**config.mk**
```make
export PLATFORM = sky130hd
export DESIGN_NAME = plfl_bank
export DESIGN_NICKNAME = d
export VERILOG_FILES = /design/src/core/plfl_pkg.sv /design/src/core/plfl_bank.sv
export SDC_FILE = /design/constraint.sdc
export NUM_CORES = 1
export LEC_CHECK = 0
export BUFFER_PORTS_ARGS = -buffer_cell sky130_fd_sc_hd__buf_2
export CORE_UTILIZATION = 63
export CTS_BUF_LIST = sky130_fd_sc_hd__clkbuf_4 sky130_fd_sc_hd__clkbuf_8
export DETAILED_ROUTE_END_ITERATION = 8
export GPL_TIMING_DRIVEN = 0
export PLACE_DENSITY = 0.82
export SYNTH_ARGS = -nofsm -noshare
export SYNTH_HDL_FRONTEND = slang
export SYNTH_SLANG_ARGS = --single-unit
```
**constraint.sdc**
```tcl
create_clock -name clk_i -period 3.9 [get_ports clk_i]
set_input_delay 0.39 -clock clk_i [delete_from_list [all_inputs] [get_ports clk_i]]
set_output_delay 0.39 -clock clk_i [all_outputs]
set_load 0.01 [all_outputs]
```
**src/core/plfl_pkg.sv**
```systemverilog
`default_nettype none
package plfl_pkg;

    // Holding register indices
    localparam logic [7:0] ADDR_STACK_LIM = 8'h00;
    localparam logic [7:0] ADDR_AMB_HI = 8'h01;
    localparam logic [7:0] ADDR_AMB_LO = 8'h02;
    localparam logic [7:0] ADDR_FAULT_BASE = 8'h10;

    // Scale factors from degrees C to register counts
    localparam int STACK_SCALE = 4;
    localparam int AMB_SCALE = 16;

    // Limits in degrees C
    localparam int STACK_DEF_C = 482;
    localparam int STACK_MIN_C = 38;
    localparam int STACK_MAX_C = 1024;
    localparam int AMB_HI_DEF_C = 85;
    localparam int AMB_HI_MIN_C = 65;
    localparam int AMB_HI_MAX_C = 125;
    localparam int AMB_LO_DEF_C = -25;
    localparam int AMB_LO_MIN_C = -55;
    localparam int AMB_LO_MAX_C = -15;

    // Limits as register values
    localparam logic [15:0] STACK_DEF = 16'(STACK_DEF_C * STACK_SCALE);
    localparam logic [15:0] STACK_MIN = 16'(STACK_MIN_C * STACK_SCALE);
    localparam logic [15:0] STACK_MAX = 16'(STACK_MAX_C * STACK_SCALE);
    localparam logic [15:0] AMB_HI_DEF = 16'(AMB_HI_DEF_C * AMB_SCALE);
    localparam logic [15:0] AMB_HI_MIN = 16'(AMB_HI_MIN_C * AMB_SCALE);
    localparam logic [15:0] AMB_HI_MAX = 16'(AMB_HI_MAX_C * AMB_SCALE);
    localparam logic signed [15:0] AMB_LO_DEF = 16'(AMB_LO_DEF_C * AMB_SCALE);
    localparam logic signed [15:0] AMB_LO_MIN = 16'(AMB_LO_MIN_C * AMB_SCALE);
    localparam logic signed [15:0] AMB_LO_MAX = 16'(AMB_LO_MAX_C * AMB_SCALE);

    // Ambient field codes of the status word
    localparam logic [1:0] AMB_OK = 2'h0;
    localparam logic [1:0] AMB_UNREAD = 2'h1;
    localparam logic [1:0] AMB_OVER = 2'h2;
    localparam logic [1:0] AMB_UNDER = 2'h3;

    // Fault module codes
    localparam logic [3:0] FMOD_CPU = 4'h1;
    localparam logic [3:0] FMOD_STACK = 4'h2;
    localparam logic [3:0] FMOD_AMB = 4'h3;
    localparam logic [3:0] FMOD_O2 = 4'h4;

    // Temperature module fault types
    localparam logic [3:0] FT_TEMP_DISC = 4'h0;
    localparam logic [3:0] FT_TEMP_OVER = 4'h1;
    localparam logic [3:0] FT_TEMP_LOW = 4'h2;
    localparam logic [3:0] FT_TEMP_COMMS = 4'h3;

    // Processor fault types
    localparam logic [3:0] FT_CPU_CRC = 4'h0;
    localparam logic [3:0] FT_CPU_OVERWRITE = 4'h1;
    localparam logic [3:0] FT_CPU_MEM = 4'h2;
    localparam logic [3:0] FT_CPU_INSTR = 4'h3;
    localparam logic [3:0] FT_CPU_STATE = 4'h4;
    localparam logic [3:0] FT_CPU_RESET = 4'h5;

    // One-hot reset cause subtypes
    localparam logic [7:0] RST_HARDWARE = 8'h01;
    localparam logic [7:0] RST_SUPPLY = 8'h02;
    localparam logic [7:0] RST_MISSED_CLK = 8'h04;
    localparam logic [7:0] RST_WATCHDOG = 8'h08;
    localparam logic [7:0] software_reset_cause = 8'h10;
    localparam logic [7:0] comparator_reset_cause = 8'h20;
    localparam logic [7:0] RST_FLASH_ERR = 8'h40;

    // Oxygen sensor device fault subtypes
    localparam logic [3:0] FT_O2_DEVICE = 4'h0;
    localparam logic [7:0] O2_HEATER_SHORT = 8'h01;
    localparam logic [7:0] O2_HEATER_OPEN = 8'h02;
    localparam logic [7:0] O2_PUMP_SHORT = 8'h03;
    localparam logic [7:0] O2_PUMP_OPEN = 8'h04;
    localparam logic [7:0] O2_REF_SHORT = 8'h05;
    localparam logic [7:0] O2_REF_OPEN = 8'h06;
    localparam logic [7:0] O2_TIMEOUT = 8'h08;

    // One fault record: identity word then data word
    typedef struct packed {
        logic [3:0] fmod;
        logic [3:0] ftype;
        logic [7:0] fsub;
        logic [15:0] fdata;
    } plfl_fault_t;

endpackage : plfl_pkg
`default_nettype wire

```
**src/core/plfl_bank.sv**
```systemverilog
// Overview of operation
// - Stack upper limit register holds degrees C times four.
// - Stack limit defaults to 482 C, range 38..1024 C, drives stack flag.
// - Ambient upper limit sets the over-temperature threshold of ambient field.
// - Ambient upper limit resets to 85 C.
// - Ambient upper limit accepts only 65..125 C.
// - Ambient upper limit register holds degrees C times sixteen.
// - Ambient lower limit sets the under-temperature threshold of ambient field.
// - Ambient lower limit resets to minus 25 C.
// - Ambient lower limit accepts only minus 55..minus 15 C.
// - Ambient lower limit holds signed degrees C times sixteen.
// - One holding-register write changes a limit, effective as active threshold.
// - Ambient field: 0 normal, 1 unreadable, 2 over, 3 under.
// - Keep the ten most recent fault records.
// - Each record is two 16-bit registers, written on detection.
// - Identity word: module 15..12, type 11..8, subtype 7..0.
// - Data word holds the 16-bit value tested at detection.
// - Module codes 1 cpu, 2 stack, 3 ambient, 4 oxygen; temp types.
// - Processor fault types 0 checksum through 5 reset.
// - Reset subtype is a one-hot cause code.
// - Oxygen device fault subtypes 1..6 and 8.
`default_nettype none
module plfl_bank #(
    parameter int DEPTH = 10
) (
    // Clock and reset
    input wire logic clk_i,
    input wire logic resetn_i,
    // Holding register access
    input wire logic hr_wr_i,
    input wire logic hr_rd_i,
    input wire logic [7:0] hr_addr_i,
    input wire logic [15:0] hr_wdata_i,
    output logic [15:0] hr_rdata_o,
    output logic hr_rvalid_o,
    output logic hr_wack_o,
    output logic hr_exc_o,
    // Measurements from the conversion logic
    input wire logic [15:0] stack_temp_i,
    input wire logic [15:0] amb_temp_i,
    input wire logic amb_unread_i,
    // Fault detection
    input wire logic fault_valid_i,
    input wire plfl_pkg::plfl_fault_t fault_i,
    // Status fields and history state
    output logic stack_over_o,
    output logic [1:0] amb_status_o,
    output logic [3:0] fault_count_o
);

    localparam int IDXW = (DEPTH > 1) ? $clog2(DEPTH) : 1;
    localparam logic [8:0] DEPTH9 = 9'(DEPTH);
    localparam logic [8:0] DEPTH_M1 = 9'(DEPTH - 1);
    localparam logic [IDXW-1:0] LAST_SLOT = IDXW'(DEPTH - 1);
    localparam logic [3:0] COUNT_FULL = 4'(DEPTH);

    // Refuse depths the pointer, count and address map cannot serve
    if (DEPTH < 1 || DEPTH > 15)
    begin : g_bad_depth
        $error("plfl_bank: DEPTH must lie in 1..15");
    end

    logic [15:0] stack_lim_q;
    logic [15:0] amb_hi_q;
    logic signed [15:0] amb_lo_q;
    plfl_pkg::plfl_fault_t mem_q [DEPTH];
    logic [IDXW-1:0] wp_q;
    logic [3:0] count_q;
    logic [15:0] rdata_q;
    logic rvalid_q;
    logic wack_q;
    logic exc_q;
    logic stack_over_q;
    logic [1:0] amb_status_q;

    // Address decode
    wire logic sel_stack = (hr_addr_i == plfl_pkg::ADDR_STACK_LIM);
    wire logic sel_hi = (hr_addr_i == plfl_pkg::ADDR_AMB_HI);
    wire logic sel_lo = (hr_addr_i == plfl_pkg::ADDR_AMB_LO);
    wire logic [7:0] fault_off = hr_addr_i - plfl_pkg::ADDR_FAULT_BASE;
    wire logic [7:0] rec_idx = {1'b0, fault_off[7:1]};
    wire logic sel_fault = (hr_addr_i >= plfl_pkg::ADDR_FAULT_BASE)
                         && (rec_idx < 8'(DEPTH));

    // Range checks of written values
    wire logic [15:0] wd = hr_wdata_i;
    wire logic signed [15:0] wd_s = $signed(hr_wdata_i);
    wire logic stack_in_range = (wd >= plfl_pkg::STACK_MIN)
                              && (wd <= plfl_pkg::STACK_MAX);
    wire logic hi_in_range = (wd >= plfl_pkg::AMB_HI_MIN)
                           && (wd <= plfl_pkg::AMB_HI_MAX);
    wire logic lo_in_range = (wd_s >= plfl_pkg::AMB_LO_MIN)
                           && (wd_s <= plfl_pkg::AMB_LO_MAX);
    wire logic wr_stack = hr_wr_i && sel_stack && stack_in_range;
    wire logic wr_hi = hr_wr_i && sel_hi && hi_in_range;
    wire logic wr_lo = hr_wr_i && sel_lo && lo_in_range;
    wire logic wr_ok = wr_stack || wr_hi || wr_lo;

    // Record index 0 is the newest; slot counts back from the write pointer
    wire logic [8:0] back_sum = 9'(wp_q) + DEPTH_M1 - 9'(rec_idx);
    wire logic [8:0] back_slot = (back_sum >= DEPTH9)
                               ? back_sum - DEPTH9 : back_sum;
    wire logic [IDXW-1:0] slot = back_slot[IDXW-1:0];
    wire plfl_pkg::plfl_fault_t rec = mem_q[slot];
    wire logic [15:0] rec_id = {rec.fmod, rec.ftype, rec.fsub};
    wire logic [15:0] rec_word = fault_off[0] ? rec.fdata : rec_id;

    // Read data selection; unmapped reads give zero
    wire logic [15:0] rd_mux = sel_stack ? stack_lim_q
                             : sel_hi ? amb_hi_q
                             : sel_lo ? amb_lo_q
                             : sel_fault ? rec_word
                             : 16'h0000;
    wire logic rd_bad = !(sel_stack || sel_hi || sel_lo || sel_fault);

    // Status field evaluation against the active limits
    wire logic stack_over_d = (stack_temp_i > stack_lim_q);
    wire logic signed [15:0] amb_s = $signed(amb_temp_i);
    wire logic [1:0] amb_status_d = amb_unread_i ? plfl_pkg::AMB_UNREAD
                                  : (amb_s > $signed(amb_hi_q))
                                  ? plfl_pkg::AMB_OVER
                                  : (amb_s < amb_lo_q)
                                  ? plfl_pkg::AMB_UNDER
                                  : plfl_pkg::AMB_OK;

    // Ring pointer and fill count of the history
    wire logic [IDXW-1:0] wp_d = (wp_q == LAST_SLOT)
                               ? '0 : wp_q + 1'b1;
    wire logic [3:0] count_d = (count_q == COUNT_FULL)
                             ? count_q : count_q + 4'h1;

    // Limit registers with their reset defaults
    always_ff @(posedge clk_i or negedge resetn_i)
    begin
        if (!resetn_i)
        begin
            stack_lim_q <= plfl_pkg::STACK_DEF;
            amb_hi_q <= plfl_pkg::AMB_HI_DEF;
            amb_lo_q <= plfl_pkg::AMB_LO_DEF;
        end
        else
        begin
            if (wr_stack)
                stack_lim_q <= hr_wdata_i;
            if (wr_hi)
                amb_hi_q <= hr_wdata_i;
            if (wr_lo)
                amb_lo_q <= wd_s;
        end
    end

    // Fault history ring
    always_ff @(posedge clk_i or negedge resetn_i)
    begin
        if (!resetn_i)
        begin
            for (int i = 0; i < DEPTH; i++)
                mem_q[i] <= '0;
            wp_q <= '0;
            count_q <= 4'h0;
        end
        else if (fault_valid_i)
        begin
            mem_q[wp_q] <= fault_i;
            wp_q <= wp_d;
            count_q <= count_d;
        end
    end

    // Bus answers
    always_ff @(posedge clk_i or negedge resetn_i)
    begin
        if (!resetn_i)
        begin
            rdata_q <= 16'h0000;
            rvalid_q <= 1'b0;
            wack_q <= 1'b0;
            exc_q <= 1'b0;
        end
        else
        begin
            rvalid_q <= hr_rd_i && !hr_wr_i;
            wack_q <= hr_wr_i && wr_ok;
            exc_q <= (hr_wr_i && !wr_ok) || (hr_rd_i && !hr_wr_i && rd_bad);
            if (hr_rd_i && !hr_wr_i)
                rdata_q <= rd_mux;
        end
    end

    // Status fields
    always_ff @(posedge clk_i or negedge resetn_i)
    begin
        if (!resetn_i)
        begin
            stack_over_q <= 1'b0;
            amb_status_q <= plfl_pkg::AMB_OK;
        end
        else
        begin
            stack_over_q <= stack_over_d;
            amb_status_q <= amb_status_d;
        end
    end

    assign hr_rdata_o = rdata_q;
    assign hr_rvalid_o = rvalid_q;
    assign hr_wack_o = wack_q;
    assign hr_exc_o = exc_q;
    assign stack_over_o = stack_over_q;
    assign amb_status_o = amb_status_q;
    assign fault_count_o = count_q;
endmodule : plfl_bank
`default_nettype wire

```
==> reports/metrics.csv <==
stage,metric,value,unit
pwr,Pwr Density,862,mW/mm2
global_routing,vias in the first global route,14400,
drt,DR WL/cell,24.8,um
cts,CTS tree,yes,
critical_path,CP max-delay cell,fa_2,
pwr,peak supply drop,0.715,mV
global_routing,grt ovf,0,
cells_and_area,layout cells sized above 1,37.2,%
floorplan,IO Pins,120,
drt,routed via count,13800,
sta,Slew @ Worst Pin,1.23,ns
drt,post-route ant nets,0,
drt,Avg Vias per Cell,6.30,
drt,wl on met1,22300,um
floorplan,DIE AREA,0.0323,mm2
synth,Avg Synthesized Cell Area,12.6,um2
sta,Clock Skew,0.0258,ns
sta,Tmin final,3.82,ns
placed_design,detailed placer's ending HPWL,39600,um
critical_path,cell mode on critical path,inv_1,
cts,clock buffer depth,3,
critical_path,CP Max Fanout,5,
floorplan,Die Ht,180,um
hold_path,Hold WC Path Type,in -> reg,
synth,"Primary FF master, synth",dfrtp_1,
drt,routed length on met2,25800,um
cells_and_area,Syn-to-layout area delta,14.0,%
global_routing,largest net degree at the start of global routing,126,
global_routing,initial antenna violation count,1,
floorplan,row cnt,64,
placed_design,Port Buf Inserts,84,
sta,RSZ-0062 raised after global routing,yes,
critical_path,Setup crit start kind,flop,
placed_design,Cells after DPL,2065,
synth,Seq cells post-synth,398,
drt,first-iteration detailed-routing DRC count,1367,
sta,f_max,262,MHz
synth,synthesized cell area,0.0199,mm2
drt,router iterations before antenna repair,8,
placed_design,Placer Congestion,0.980,
hold_path,Worst Hold Depth,3,
critical_path,crit-path cells,"inv_2, ha_1, inv_1, ha_1, inv_1, fa_2, ha_4, inv_1, o21ai_2, nand4_4, xnor2_4, buf_8, bufbuf_16, mux4_2, nor2b_1, o21ai_1, o211ai_1",
drt,DRC,17,
cts,CTS buffer count,67,
cts,H-tree depth,3,
drt,highest metal used,met5,
run_status,status,"complete, but fails checks",
critical_path,CP Data Required Time,4.32,ns
cts,root buffer cell,clkbuf_8,
synth,register area share after synthesis,50.2,%
cells_and_area,final non-filler cell total,2196,
critical_path,Worst Reg-to-Reg Cells,17,
cts,Clock Latency Late Sink,0.60,ns
cts,clock transition at the registers of the reported paths,0.06,ns
critical_path,Worst Setup End Kind,flop,
synth,synth unique cells,69,
cells_and_area,n_diodes,0,
synth,Gate Count Post-Synth,1582,
critical_path,crit path DAT,4.24,ns
cts,CTS sink cnt,398,
cells_and_area,Layout fillers,2058,
drt,DR WL met3,3650,um
sta,Slew Limit Fails,0,
floorplan,Die W,180,um
floorplan,Initial Util,64.5,%
sta,Fin Setup TNS,0,ns
synth,Syn Nets,1737,
synth,Synth Warn #,0,
synth,number of flops mapped to enable cells by yosys,0,
sta,Slew headroom,17.5,%
cells_and_area,NumNets Final,1905,
global_routing,GRT Util Overall,34.7,%
synth,Post-synth ARST share,100,%
critical_path,Critical Path Max Stage Delay,0.58,ns
sta,setup violators final,0,
floorplan,Core Region,0.0308,mm2
sta,Hold Slack,0.0724,ns
global_routing,first-pass GRT wire length,84200,um
job,max-cap violations,0,
pwr,Lkg Pwr,10.5,nW
sta,final hold violations,0,
pwr,Power Total,19.5,mW
critical_path,kind of critical path,reg -> reg,
drt,final wirelength,54500,um
run_status,violated checks,design-rule violations,
sta,period utilization,98.0,%
final timing paths:
path / end / slack, ns / startpoint
max in group asynchronous: mem_q[137] / 2.14 / resetn_i
max reg2reg: hr_rdata_o[0] / 0.08 / wp_q[1]
min reg2reg: mem_q[201] / 0.50 / mem_q[201]
min in group asynchronous: stack_over_o / 0.34 / resetn_i
max: hr_rdata_o[0] / 0.08 / wp_q[1]
min: amb_lo_q[0] / 0.07 / hr_wdata_i[0]
cell type report:
cell class / instances / area (um2) / share of cell area (%)
Timing Repair Buffer: 101 / 648 / 2.86
Sequential cell: 398 / 9980 / 44.0
Tap cell: 396 / 495 / 2.18
Multi-Input combinational cell: 980 / 9160 / 40.4
Clock buffer: 108 / 1350 / 5.95
Inverter: 85 / 319 / 1.41
Clock inverter: 11 / 98.8 / 0.436
Buffer: 117 / 621 / 2.74
layer usage:
layer	GRT usage, %	vias to the layer above
met5	0	-
met4	17.3	2
met3	5.88	155
met2	56.1	598
met1	45.6	7024
li1	-	6063
kinds of logic after synthesis:
| family | Yosys count | share of synthesized area, % |
|---|---|---|
| compound gates | 243 | 8.73 |
| flops | 398 | 50.2 |
| mux | 453 | 26.9 |
| buf+inv | 204 | 4.50 |
| simple gates | 217 | 5.45 |
| xor+xnor | 6 | 0.302 |
| fa+ha+maj | 61 | 3.87 |
Yosys cell counts, types with 5 or more instances:
master | number | area share (%)
dfrtp_1 | 379 | 48
mux2_2 | 312 | 18
nand2_1 | 95 | 1.8
inv_1 | 85 | 1.6
mux2i_1 | 82 | 4.1
ha_1 | 60 | 3.8
buf_1 | 46 | 0.87
clkbuf_1 | 46 | 0.87
o21ai_1 | 46 | 1.2
o21ai_0 | 45 | 1.1
mux4_2 | 32 | 3.6
mux2_1 | 27 | 1.5
a21oi_1 | 26 | 0.65
nand3_1 | 25 | 0.63
nor2_1 | 25 | 0.47
dfstp_2 | 19 | 2.5
nor2b_1 | 18 | 0.57
o22ai_1 | 18 | 0.57
a222oi_1 | 16 | 0.81
a22o_1 | 16 | 0.70
a21o_1 | 13 | 0.49
buf_6 | 11 | 0.62
a22oi_2 | 10 | 0.63
buf_2 | 10 | 0.25
o211ai_2 | 10 | 0.63
o21a_1 | 10 | 0.38
a22oi_1 | 8 | 0.30
nand4_1 | 8 | 0.25
o211ai_1 | 7 | 0.26
nor3_1 | 6 | 0.15
nor4_1 | 6 | 0.19
buf_4 | 5 | 0.19
or3_1 | 5 | 0.16
cell usage in the layout, fill, tap and decap left out, drive strengths merged, types with 32 or more instances in the layout:
master  Yosys  routed
buf        73     171
clkbuf     46     152
dfrtp     379     379
ha         60      60
inv        85      88
mux2      339     339
mux2i      82      82
mux4       32      32
nand2      96      96
o21ai      91      91
critical path: cells and delay by family, from the launching register on:
family	cells	cell delay [ns]
adders and majority gates	4	1.11
buffers and inverters	6	0.73
DFF	1	0.40
AOI/OAI and AO/OA	3	0.38
muxes	1	0.38
and+or+nand+nor	2	0.33
xor gates and xnor gates	1	0.32
repair_timing:
item,4_1_cts,5_1_grt
hold buffers,2,0
buffers inserted,8,2
cloned,2,0
pin swaps,5,7
endpoints found under the hold margin,51,0
setup endpoints to repair,16,16
resized for setup,38,13
flip-flops by register name (all words and copies together) (netlist names):
| register | cells |
|---|---|
| amb_hi_q | 16 |
| amb_lo_q | 16 |
| amb_status_o | 2 |
| fault_count_o | 4 |
| hr_exc_o | 1 |
| hr_rdata_o | 16 |
| hr_rvalid_o | 1 |
| hr_wack_o | 1 |
| mem_q | 320 |
| stack_lim_q | 16 |
| stack_over_o | 1 |
| wp_q | 4 |
stage by stage:
stage | utilization [%] | instance area, um2 | setup WS, ns
5_1_grt | 73.6 | 22700 | -0.0457
4_1_cts | 73.3 | 22600 | 0.00283
3_5_place_dp | 67.8 | 20900 | -0.543
3_3_place_gp | 67.5 | 20800 | -5.00
2_1_floorplan | - | 19900 | 0.329
6_report | 73.6 | 22700 | 0.0796
report_power, final:
part	internal, mW	switching [mW]
Sequential	5.86	0.976
Combinational	4.27	4.45
Clock	2.27	1.72
No activity file was read; power rests on OpenSTA's default activity.
